==> config.mk <==
export PLATFORM = sky130hd
export DESIGN_NAME = rlc_top
export DESIGN_NICKNAME = d
export VERILOG_FILES = /design/src/include/rlc_pkg.sv /design/src/design/rlc_level_calc.sv /design/src/design/rlc_pin_ctrl.sv /design/src/design/rlc_top.sv
export SDC_FILE = /design/constraint.sdc
export NUM_CORES = 1
export LEC_CHECK = 0
export BUFFER_PORTS_ARGS = -buffer_cell sky130_fd_sc_hd__buf_2
export CAP_MARGIN = 10
export CORE_UTILIZATION = 30
export DETAILED_ROUTE_END_ITERATION = 12
export PLACE_DENSITY = 0.62
export SLEW_MARGIN = 20
export SYNTH_ARGS = -nofsm -noshare
export SYNTH_HDL_FRONTEND = slang
export SYNTH_SLANG_ARGS = --single-unit
==> constraint.sdc <==
create_clock -name clock_i -period 1.9 [get_ports clock_i]
set_input_delay 0 -clock clock_i [delete_from_list [all_inputs] [get_ports clock_i]]
set_output_delay 0 -clock clock_i [all_outputs]
set_load 0.005 [all_outputs]
==> src/include/rlc_pkg.sv <==
// constants, types and helpers shared by the reference ladder control block
package rlc_pkg;

  // register bus geometry
  localparam int unsigned AXI_ADDR_W = 4;
  localparam int unsigned AXI_DATA_W = 32;

  // register byte offsets
  localparam logic [3:0] CTRL_OFFSET = 4'h0;
  localparam logic [3:0] STATUS_OFFSET = 4'h4;

  // control register layout and reset value
  localparam int unsigned CTRL_W = 8;
  localparam int unsigned PWR_BIT = 7;
  localparam int unsigned PIN_BIT = 6;
  localparam int unsigned RANGE_BIT = 5;
  localparam int unsigned SRC_BIT = 4;
  localparam int unsigned TAP_MSB = 3;
  localparam int unsigned TAP_LSB = 0;
  localparam logic [7:0] CTRL_RESET = 8'h00;

  // status register layout
  localparam int unsigned STAT_SETTLED_BIT = 0;
  localparam int unsigned STAT_ANALOG_BIT = 1;
  localparam int unsigned STAT_DIGOE_BIT = 2;
  localparam int unsigned STAT_SLEEP_BIT = 3;
  localparam int unsigned STAT_LEVEL_LSB = 8;
  localparam int unsigned STAT_LEVEL_MSB = 15;

  // bus responses
  localparam logic [1:0] RESP_OKAY = 2'b00;
  localparam logic [1:0] RESP_SLVERR = 2'b10;

  // level code: numerator over 96 of the source span
  localparam logic [7:0] LEVEL_DENOM = 8'h60;
  localparam logic [7:0] LOW_STEP = 8'h04;
  localparam logic [7:0] HIGH_STEP = 8'h03;
  localparam logic [7:0] HIGH_BASE = 8'h18;

  // settling wait, least time rounded up to whole cycles
  localparam int unsigned CLK_PERIOD_NS = 25;
  localparam int unsigned SETTLE_NS = 10000;
  localparam int unsigned SETTLE_CYCLES =
    (SETTLE_NS + CLK_PERIOD_NS - 1) / CLK_PERIOD_NS;
  localparam int unsigned SETTLE_W = 12;

  // bus channel states
  typedef enum logic [1:0] {
    WR_COLLECT = 2'b00,
    WR_RESP = 2'b01
  } rlc_wr_state_t;

  typedef enum logic [1:0] {
    RD_IDLE = 2'b00,
    RD_RESP = 2'b01
  } rlc_rd_state_t;

  // ideal ladder level as a numerator over LEVEL_DENOM
  function automatic logic [7:0] rlc_level(input logic range_low,
                                           input logic [3:0] tap);
    logic [7:0] tap8;
    tap8 = {4'h0, tap};
    if (range_low) begin
      rlc_level = 8'(tap8 * LOW_STEP);
    end else begin
      rlc_level = 8'(HIGH_BASE + tap8 * HIGH_STEP);
    end
  endfunction : rlc_level

endpackage : rlc_pkg

==> src/design/rlc_level_calc.sv <==
// registered ideal output level of the reference ladder
`timescale 1ns/100ps
`default_nettype none
module rlc_level_calc
  import rlc_pkg::*;
(
  input wire logic clock_i,
  input wire logic reset_n_i,
  input wire logic power_on_i,
  input wire logic range_low_i,
  input wire logic [3:0] tap_code_i,
  output logic [7:0] level_o
);

  // level in 96ths of the span, zero while the ladder is off
  always_ff @(posedge clock_i or negedge reset_n_i) begin
    if (!reset_n_i) begin
      level_o <= 8'h00;
    end else if (power_on_i) begin
      level_o <= rlc_level(range_low_i, tap_code_i);
    end else begin
      level_o <= 8'h00;
    end
  end

endmodule : rlc_level_calc
`default_nettype wire

==> src/design/rlc_pin_ctrl.sv <==
// ladder output pin steering with direction override
`timescale 1ns/100ps
`default_nettype none
module rlc_pin_ctrl (
  input wire logic clock_i,
  input wire logic reset_n_i,
  input wire logic pin_drive_i,
  input wire logic port_f_direction_i,
  output logic analog_connect_o,
  output logic digital_oe_o
);

  // pin drive wins over the direction bit; direction 0 means digital out
  always_ff @(posedge clock_i or negedge reset_n_i) begin
    if (!reset_n_i) begin
      analog_connect_o <= 1'b0;
      digital_oe_o <= 1'b0;
    end else begin
      analog_connect_o <= pin_drive_i;
      digital_oe_o <= !pin_drive_i && !port_f_direction_i;
    end
  end

endmodule : rlc_pin_ctrl
`default_nettype wire

==> src/design/rlc_top.sv <==
// reference ladder control: register file, bus slave and ladder outputs
//
// What this block does
// - bit 7 of the control register powers the ladder up when 1, down when 0.
// - bit 6 set drives the ladder level onto the output pin, clear cuts it.
// - while bit 6 is set it overrides the port direction bit of that pin.
// - bit 5 picks the low range (0 to 0.625 span) or high (0.25 to 0.719).
// - in the low range the level is tap code over 24 times the span.
// - in the high range the level is a quarter span plus tap over 32 of it.
// - bit 4 picks the external reference pair or the analog supply as span.
// - bits 3 to 0 hold the tap code 0 to 15 choosing one of 16 levels.
// - all eight bits read and write and reset to zero.
// - wake from sleep leaves the control register as it was.
// - the ladder control works apart from the comparator mode settings.
`timescale 1ns/100ps
`default_nettype none
module rlc_top
  import rlc_pkg::*;
(
  input wire logic clock_i,
  input wire logic reset_n_i,
  // axi4-lite write address
  input wire logic s_axi_awvalid,
  output logic s_axi_awready,
  input wire logic [AXI_ADDR_W-1:0] s_axi_awaddr,
  input wire logic [2:0] s_axi_awprot,
  // axi4-lite write data
  input wire logic s_axi_wvalid,
  output logic s_axi_wready,
  input wire logic [AXI_DATA_W-1:0] s_axi_wdata,
  input wire logic [3:0] s_axi_wstrb,
  // axi4-lite write response
  output logic s_axi_bvalid,
  input wire logic s_axi_bready,
  output logic [1:0] s_axi_bresp,
  // axi4-lite read address
  input wire logic s_axi_arvalid,
  output logic s_axi_arready,
  input wire logic [AXI_ADDR_W-1:0] s_axi_araddr,
  input wire logic [2:0] s_axi_arprot,
  // axi4-lite read data
  output logic s_axi_rvalid,
  input wire logic s_axi_rready,
  output logic [AXI_DATA_W-1:0] s_axi_rdata,
  output logic [1:0] s_axi_rresp,
  // device context, both from same-clock logic
  input wire logic port_f_direction_i,
  input wire logic sleep_i,
  // analog ladder macro controls
  output logic ladder_power_on_o,
  output logic ladder_pin_drive_o,
  output logic ladder_range_sel_o,
  output logic ladder_source_sel_o,
  output logic [3:0] ladder_tap_code_o,
  output logic [7:0] ladder_level_o,
  output logic ladder_output_pin_analog_o,
  output logic ladder_output_pin_digital_oe_o,
  output logic ladder_settled_o
);

  // register map, one aligned 32-bit word per register:
  //   control at byte 0x0, eight bits in wdata[7:0], upper bits read 0
  //   status at byte 0x4, read only, writes answered okay and ignored
  //   any other address answers slverr and changes nothing
  // control bits:
  //   7 power, 6 pin drive, 5 range (1 low), 4 source (1 external pair)
  //   3..0 tap code
  // status bits:
  //   0 settled, 1 pin analog, 2 pin digital oe, 3 sleep seen
  //   15..8 ideal level in 96ths of the span
  // write channel timing:
  //   address and data taken in either order or together
  //   bvalid rises at the edge that takes the later half
  //   ready is withheld until the response has been accepted
  // read channel timing:
  //   rvalid rises at the edge that takes the address
  //   arready returns at the edge that takes rready
  // level encoding:
  //   low range is four per tap step, high range 24 plus three per step
  //   zero while the ladder is powered down
  // pin steering:
  //   analog connect follows the pin drive bit
  //   digital drive only when pin drive is clear and direction is output
  // settling:
  //   any write that moves power, range, source or tap restarts the wait
  //   settled only rises while the ladder stays powered
  // sleep:
  //   sleep is reported in status only, control keeps its contents
  // hazards:
  //   a control write with byte lane 0 off is answered but changes nothing
  //   ladder controls leave from the write edge, level one edge later

  // control register and derived state
  logic [7:0] ctrl_q;
  logic [7:0] ctrl_d;
  logic ctrl_we;
  logic [SETTLE_W-1:0] settle_cnt_q;
  logic settled_q;
  logic sleep_q;

  // write channel state
  rlc_wr_state_t wr_state_q;
  logic aw_held_q;
  logic w_held_q;
  logic [AXI_ADDR_W-1:0] aw_addr_q;
  logic [AXI_DATA_W-1:0] w_data_q;
  logic [3:0] w_strb_q;
  logic aw_take;
  logic w_take;
  logic wr_fire;
  logic [AXI_ADDR_W-1:0] wr_addr;
  logic [AXI_DATA_W-1:0] wr_data;
  logic [3:0] wr_strb;

  // read channel state
  rlc_rd_state_t rd_state_q;
  logic ar_take;
  logic [AXI_DATA_W-1:0] status_word;

  // a channel is taken when its valid meets our ready
  assign aw_take = s_axi_awvalid && s_axi_awready;
  assign w_take = s_axi_wvalid && s_axi_wready;
  assign ar_take = s_axi_arvalid && s_axi_arready;

  // address and data may arrive in either order or together
  assign wr_addr = aw_held_q ? aw_addr_q : s_axi_awaddr;
  assign wr_data = w_held_q ? w_data_q : s_axi_wdata;
  assign wr_strb = w_held_q ? w_strb_q : s_axi_wstrb;
  assign wr_fire = (wr_state_q == WR_COLLECT) &&
                   (aw_held_q || aw_take) && (w_held_q || w_take);

  // address capture for the write channel
  always_ff @(posedge clock_i or negedge reset_n_i) begin
    if (!reset_n_i) begin
      aw_held_q <= 1'b0;
      aw_addr_q <= '0;
    end else if (wr_fire) begin
      aw_held_q <= 1'b0;
    end else if (aw_take) begin
      aw_held_q <= 1'b1;
      aw_addr_q <= s_axi_awaddr;
    end
  end

  // data capture for the write channel
  always_ff @(posedge clock_i or negedge reset_n_i) begin
    if (!reset_n_i) begin
      w_held_q <= 1'b0;
      w_data_q <= '0;
      w_strb_q <= 4'h0;
    end else if (wr_fire) begin
      w_held_q <= 1'b0;
    end else if (w_take) begin
      w_held_q <= 1'b1;
      w_data_q <= s_axi_wdata;
      w_strb_q <= s_axi_wstrb;
    end
  end

  // ready is offered only while that half is still missing
  always_ff @(posedge clock_i or negedge reset_n_i) begin
    if (!reset_n_i) begin
      s_axi_awready <= 1'b0;
      s_axi_wready <= 1'b0;
    end else begin
      s_axi_awready <= (wr_state_q == WR_COLLECT) && !wr_fire &&
                       !aw_held_q && !aw_take;
      s_axi_wready <= (wr_state_q == WR_COLLECT) && !wr_fire &&
                      !w_held_q && !w_take;
    end
  end

  // write response sequencing
  always_ff @(posedge clock_i or negedge reset_n_i) begin
    if (!reset_n_i) begin
      wr_state_q <= WR_COLLECT;
      s_axi_bvalid <= 1'b0;
      s_axi_bresp <= RESP_OKAY;
    end else begin
      case (wr_state_q)
        WR_COLLECT: begin
          if (wr_fire) begin
            wr_state_q <= WR_RESP;
            s_axi_bvalid <= 1'b1;
            if (wr_addr == CTRL_OFFSET || wr_addr == STATUS_OFFSET) begin
              s_axi_bresp <= RESP_OKAY;
            end else begin
              s_axi_bresp <= RESP_SLVERR; // unmapped
            end
          end
        end
        WR_RESP: begin
          if (s_axi_bready) begin
            wr_state_q <= WR_COLLECT;
            s_axi_bvalid <= 1'b0;
          end
        end
        default: begin
          wr_state_q <= WR_COLLECT;
          s_axi_bvalid <= 1'b0;
        end
      endcase
    end
  end

  // control write decode; only byte lane 0 carries the eight bits
  always_comb begin
    ctrl_we = 1'b0;
    ctrl_d = ctrl_q;
    if (wr_fire && wr_addr == CTRL_OFFSET && wr_strb[0]) begin
      ctrl_we = 1'b1;
      ctrl_d = wr_data[CTRL_W-1:0];
    end
  end

  // control register: cleared only by device reset, sleep never touches it
  always_ff @(posedge clock_i or negedge reset_n_i) begin
    if (!reset_n_i) begin
      ctrl_q <= CTRL_RESET;
    end else if (ctrl_we) begin
      ctrl_q <= ctrl_d;
    end
  end

  // static controls toward the analog ladder macro
  always_ff @(posedge clock_i or negedge reset_n_i) begin
    if (!reset_n_i) begin
      ladder_power_on_o <= 1'b0;
      ladder_pin_drive_o <= 1'b0;
      ladder_range_sel_o <= 1'b0;
      ladder_source_sel_o <= 1'b0;
      ladder_tap_code_o <= 4'h0;
    end else begin
      ladder_power_on_o <= ctrl_d[PWR_BIT];
      ladder_pin_drive_o <= ctrl_d[PIN_BIT];
      ladder_range_sel_o <= ctrl_d[RANGE_BIT];
      ladder_source_sel_o <= ctrl_d[SRC_BIT];
      ladder_tap_code_o <= ctrl_d[TAP_MSB:TAP_LSB];
    end
  end

  // settling wait restarts on any change that moves the output level
  always_ff @(posedge clock_i or negedge reset_n_i) begin
    if (!reset_n_i) begin
      settle_cnt_q <= '0;
      settled_q <= 1'b0;
    end else if (ctrl_we && (ctrl_d[PWR_BIT] != ctrl_q[PWR_BIT] ||
                 ctrl_d[RANGE_BIT:TAP_LSB] != ctrl_q[RANGE_BIT:TAP_LSB])) begin
      settle_cnt_q <= SETTLE_W'(SETTLE_CYCLES);
      settled_q <= 1'b0;
    end else if (settle_cnt_q != '0) begin
      settle_cnt_q <= settle_cnt_q - 1'b1;
    end else begin
      settled_q <= ctrl_q[PWR_BIT]; // level valid only while powered
    end
  end

  // registered copies for the outputs and status
  always_ff @(posedge clock_i or negedge reset_n_i) begin
    if (!reset_n_i) begin
      ladder_settled_o <= 1'b0;
      sleep_q <= 1'b0;
    end else begin
      ladder_settled_o <= settled_q;
      sleep_q <= sleep_i;
    end
  end

  // ideal level in 96ths of the span
  rlc_level_calc u_level (
    .clock_i(clock_i),
    .reset_n_i(reset_n_i),
    .power_on_i(ctrl_q[PWR_BIT]),
    .range_low_i(ctrl_q[RANGE_BIT]),
    .tap_code_i(ctrl_q[TAP_MSB:TAP_LSB]),
    .level_o(ladder_level_o)
  );

  // output pin steering
  rlc_pin_ctrl u_pin (
    .clock_i(clock_i),
    .reset_n_i(reset_n_i),
    .pin_drive_i(ctrl_q[PIN_BIT]),
    .port_f_direction_i(port_f_direction_i),
    .analog_connect_o(ladder_output_pin_analog_o),
    .digital_oe_o(ladder_output_pin_digital_oe_o)
  );

  // status word shows the block's own state
  always_comb begin
    status_word = '0;
    status_word[STAT_SETTLED_BIT] = ladder_settled_o;
    status_word[STAT_ANALOG_BIT] = ladder_output_pin_analog_o;
    status_word[STAT_DIGOE_BIT] = ladder_output_pin_digital_oe_o;
    status_word[STAT_SLEEP_BIT] = sleep_q; // powered in sleep draws current
    status_word[STAT_LEVEL_MSB:STAT_LEVEL_LSB] = ladder_level_o;
  end

  // read channel: one read under way, answer one cycle after the address
  always_ff @(posedge clock_i or negedge reset_n_i) begin
    if (!reset_n_i) begin
      rd_state_q <= RD_IDLE;
      s_axi_arready <= 1'b0;
      s_axi_rvalid <= 1'b0;
      s_axi_rdata <= '0;
      s_axi_rresp <= RESP_OKAY;
    end else begin
      case (rd_state_q)
        RD_IDLE: begin
          s_axi_arready <= !ar_take;
          if (ar_take) begin
            rd_state_q <= RD_RESP;
            s_axi_rvalid <= 1'b1;
            if (s_axi_araddr == CTRL_OFFSET) begin
              s_axi_rdata <= {24'h000000, ctrl_q};
              s_axi_rresp <= RESP_OKAY;
            end else if (s_axi_araddr == STATUS_OFFSET) begin
              s_axi_rdata <= status_word;
              s_axi_rresp <= RESP_OKAY;
            end else begin
              s_axi_rdata <= '0;
              s_axi_rresp <= RESP_SLVERR;
            end
          end
        end
        RD_RESP: begin
          s_axi_arready <= 1'b0;
          if (s_axi_rready) begin
            rd_state_q <= RD_IDLE;
            s_axi_rvalid <= 1'b0;
            s_axi_arready <= 1'b1;
          end
        end
        default: begin
          rd_state_q <= RD_IDLE;
          s_axi_arready <= 1'b0;
          s_axi_rvalid <= 1'b0;
        end
      endcase
    end
  end

endmodule : rlc_top
`default_nettype wire

==> impl_metrics.py <==
metrics = {
    "critical_path": {
        "cpMaxStageDelayCell": "dfrtp_1",
        "critPathTopFamily": "simple AND/OR/NAND/NOR gates",
        "start_kind": "flip-flop",
        "critical_path_class": "reg -> reg",
        "crit_fanout": 8,
        "path_cells": "buf_12 > mux2_4 > xnor2_2 > nand4_1 > o41a_1 > or3b_1",
        "crit_arrival_ns": 2.25,
        "end_kind": "flip-flop",
        "critPathBufInv": 1,
        "cp_slowest_stage_delay_ns": 0.41,
        "cp.required_ns": 2.10,
    },
    "timing": {
        "tightest_slew_ns": 0.552,
        "final_hold_viol_count": 0,
        "finalSetupViolCount": 24,
        "finalCritPeriodShare_pct": 108,
        "skew_ns": 0.00600,
        "finalSetupTns_ns": -1.71,
        "finalCriticalPeriod_ns": 2.05,
        "drv_slew": 0,
        "rsz0062_at_grt": "yes",
        "fmax_mhz": 489,
        "relSlewSlack_pct": 63.2,
        "fin_ws_ns": -0.147,
    },
    "power_and_ir_drop": {
        "p_leak_nw": 2.42,
        "vdd_drop_max_uv": 863,
        "p_per_area_mw_per_mm2": 1410,
    },
    "logic_synthesis": {
        "yosys_register_bits": 77,
        "yosysWarningCount": 0,
        "syn-cell-area_sq_mm": 0.00355,
        "ys_seq_area_share_pct": 54.3,
        "synth_top_area_cell": "dfrtp_1",
        "synth.distinct_cells": 43,
        "avgSynthCellArea_sq_um": 12.1,
        "syn_inst": 293,
        "yosys-top-cells-area": "dfrtp_1, mux2_2, buf_4",
        "synth_top_area_share_pct": 54.3,
    },
    "die": {
        "die_h_um": 111,
        "ios": 119,
        "fp.coreArea_sq_mm": 0.0115,
        "num_rows": 39,
        "die_area_sq_mm": 0.0123,
        "start_util_pct": 31.0,
        "die_w_um": 111,
    },
    "route": {
        "drc": 0,
        "route.vias.total": 2519,
        "ant_nets": 0,
        "routed_wl_mm": 7.46,
        "drtIter0Drc": 63,
        "wl_per_cell_um": 13.3,
        "detail_route.first_pass.iterations": 4,
        "post_drt_via_cell_ratio": 4.47,
    },
    "cts": {
        "numCtsBuffers": 9,
        "clk_path_buf_depth": 2,
        "clock-sinks": 77,
        "cts.clk_slew.worst_paths_ns": 0.06,
        "clock_latency_ns": 0.33,
        "cts_tree": "done",
        "cts-root-buf": "clkbuf_16",
        "htreeDepth": 3,
    },
    "grt": {
        "grt_usage_pct": 12.6,
        "grt.overflow.total": 0,
        "grt_pass1_wl_mm": 12.2,
        "antenna_found_initial": 0,
        "grt_max_degree": 42,
        "grt_pass1_vias": 2540,
    },
    "final_layout": {
        "syn_to_final_growth_pct": 39.3,
        "drive_above_1_share_pct": 42.9,
        "final_common_cell": "dfrtp_1",
        "nNetsFinal": 482,
        "layout_common_cells": "dfrtp_1, buf_2, buf_4, conb_1, dlygate4sd3_1",
        "nFillCells": 1066,
        "n_antenna_cell": 0,
        "postLayoutCoreUtil_pct": 43.1,
    },
    "placement": {
        "dpl.hpwl_mm": 5.21,
        "routabilityCongestion": 0.815,
        "port_buffers": 65,
    },
    "outcome": {
        "outcome": "complete, but fails checks",
        "violations": "setup timing",
    },
    "run": {
        "cap_violations": 0,
    },
    "hold_path": {
        "hold_class": "in -> reg",
    },
}
==> worst register-to-register path, cell delays in order (launching register included) <==
cell and delay (ns):
dfrtp_1 0.41, buf_12 0.16, mux2_4 0.33, xnor2_2 0.14, nand4_1 0.11, o41a_1 0.37, or3b_1 0.40
==> metal layers <==
metal  vias up  wire, um  global-route usage [%]
met5         -         0                       0
met4         0       106                    4.80
met3        12       352                    3.94
met2        74      3630                    19.9
met1      1221      3380                    16.0
li1       1212         -                       -
==> Yosys cell counts <==
library cell / count
nor2b_1: 3
inv_1: 13
or4_1: 2
o211ai_1: 1
conb_1: 1
or3b_1: 1
nand2b_1: 1
mux2i_1: 10
o211a_1: 1
xor2_1: 7
or4b_2: 1
o41a_1: 1
nand2_1: 14
and2_1: 7
dfrtp_1: 77
nor3_1: 7
clkbuf_1: 5
nor4_1: 2
o31ai_1: 1
mux2_4: 6
a21boi_0: 1
a211oi_2: 1
or3_4: 1
mux2_2: 26
nor4_4: 1
ha_1: 6
buf_6: 2
nand3b_1: 1
nand4_2: 1
buf_4: 21
or3_1: 1
o21ai_0: 12
nand3_1: 2
nand4_1: 1
a21oi_1: 7
nor4b_1: 1
buf_2: 1
a211o_1: 2
fa_1: 2
nand4b_1: 1
a22o_1: 11
nor2_1: 23
xnor2_1: 7
==> registers in the layout (all words and copies together), names as in the netlist, 4 cells and up <==
name / flops
u_level.level_o: 7
s_axi_rdata: 15
settle_cnt_q: 12
ladder_tap_code_o: 4
aw_addr_q: 4
ctrl_q: 8
w_data_q: 8
==> final cells by class <==
type                            count  area (sq um)  share of cell area, %
Clock buffer                        9           225                   4.55
Inverter                           13          48.8                  0.987
Sequential cell                    77          1930                   39.0
Tap cell                          143           179                   3.62
Clock inverter                      7          57.6                   1.16
Timing Repair Buffer              121           908                   18.4
Multi-Input combinational cell    193          1600                   32.3
==> power breakdown <==
part	leakage (nW)	internal [mW]	switching [mW]	total, mW
Clock	0.135	0.904	0.711	1.61
Combinational	1.32	1.51	1.17	2.68
Sequential	0.959	2.24	0.432	2.67
==> final timing paths <==
kind	start	end	slack (ns)	cells past startpoint
worst max register to register	w_held_q	settle_cnt_q[7]	-0.15	6
worst min-delay path	s_axi_wvalid	w_held_q	0.08	4
max in group asynchronous	reset_n_i	ctrl_q[3]	1.11	3
worst max-delay path	w_held_q	settle_cnt_q[7]	-0.15	6
worst min register to register	settled_q	ladder_settled_o	0.38	0
min in group asynchronous	reset_n_i	s_axi_rresp[1]	0.20	2
==> through the flow <==
step,hold slack (ns),total power [mW],cell area [sq um],setup WS [ns],std cells
final,0.0750,6.97,4940,-0.147,563
after global placement,0.0230,4.96,4180,-0.0545,519
after global routing,0.0866,7.49,4940,-0.248,563
after CTS,0.0590,6.76,4670,-0.132,554
after detailed placement,0.0271,5.05,4180,-0.122,519
after floorplan,-0.296,4.10,3630,0.00433,312
==> repair_timing <==
action / 4_1_cts / 5_1_grt
setup buffers: 1 / 7
hold buffers: 18 / 0
pin swaps: 1 / 6
gates cloned: 0 / 2
hold endpoints to repair: 59 / 0
endpoints found under the setup margin: 15 / 34
resized for setup: 3 / 45
==> logic make-up after synthesis <==
logic type	count (synthesis)	share of synthesized area, %
adders and majority gates	8	3.24
muxes	42	13.6
and+or+nand+nor	71	10.7
other	1	0.106
DFF	77	54.3
buffers and inverters	42	7.12
AOI/OAI and AO/OA	38	7.47
xor gates and xnor gates	14	3.45
No activity file was read; power rests on OpenSTA's default activity.
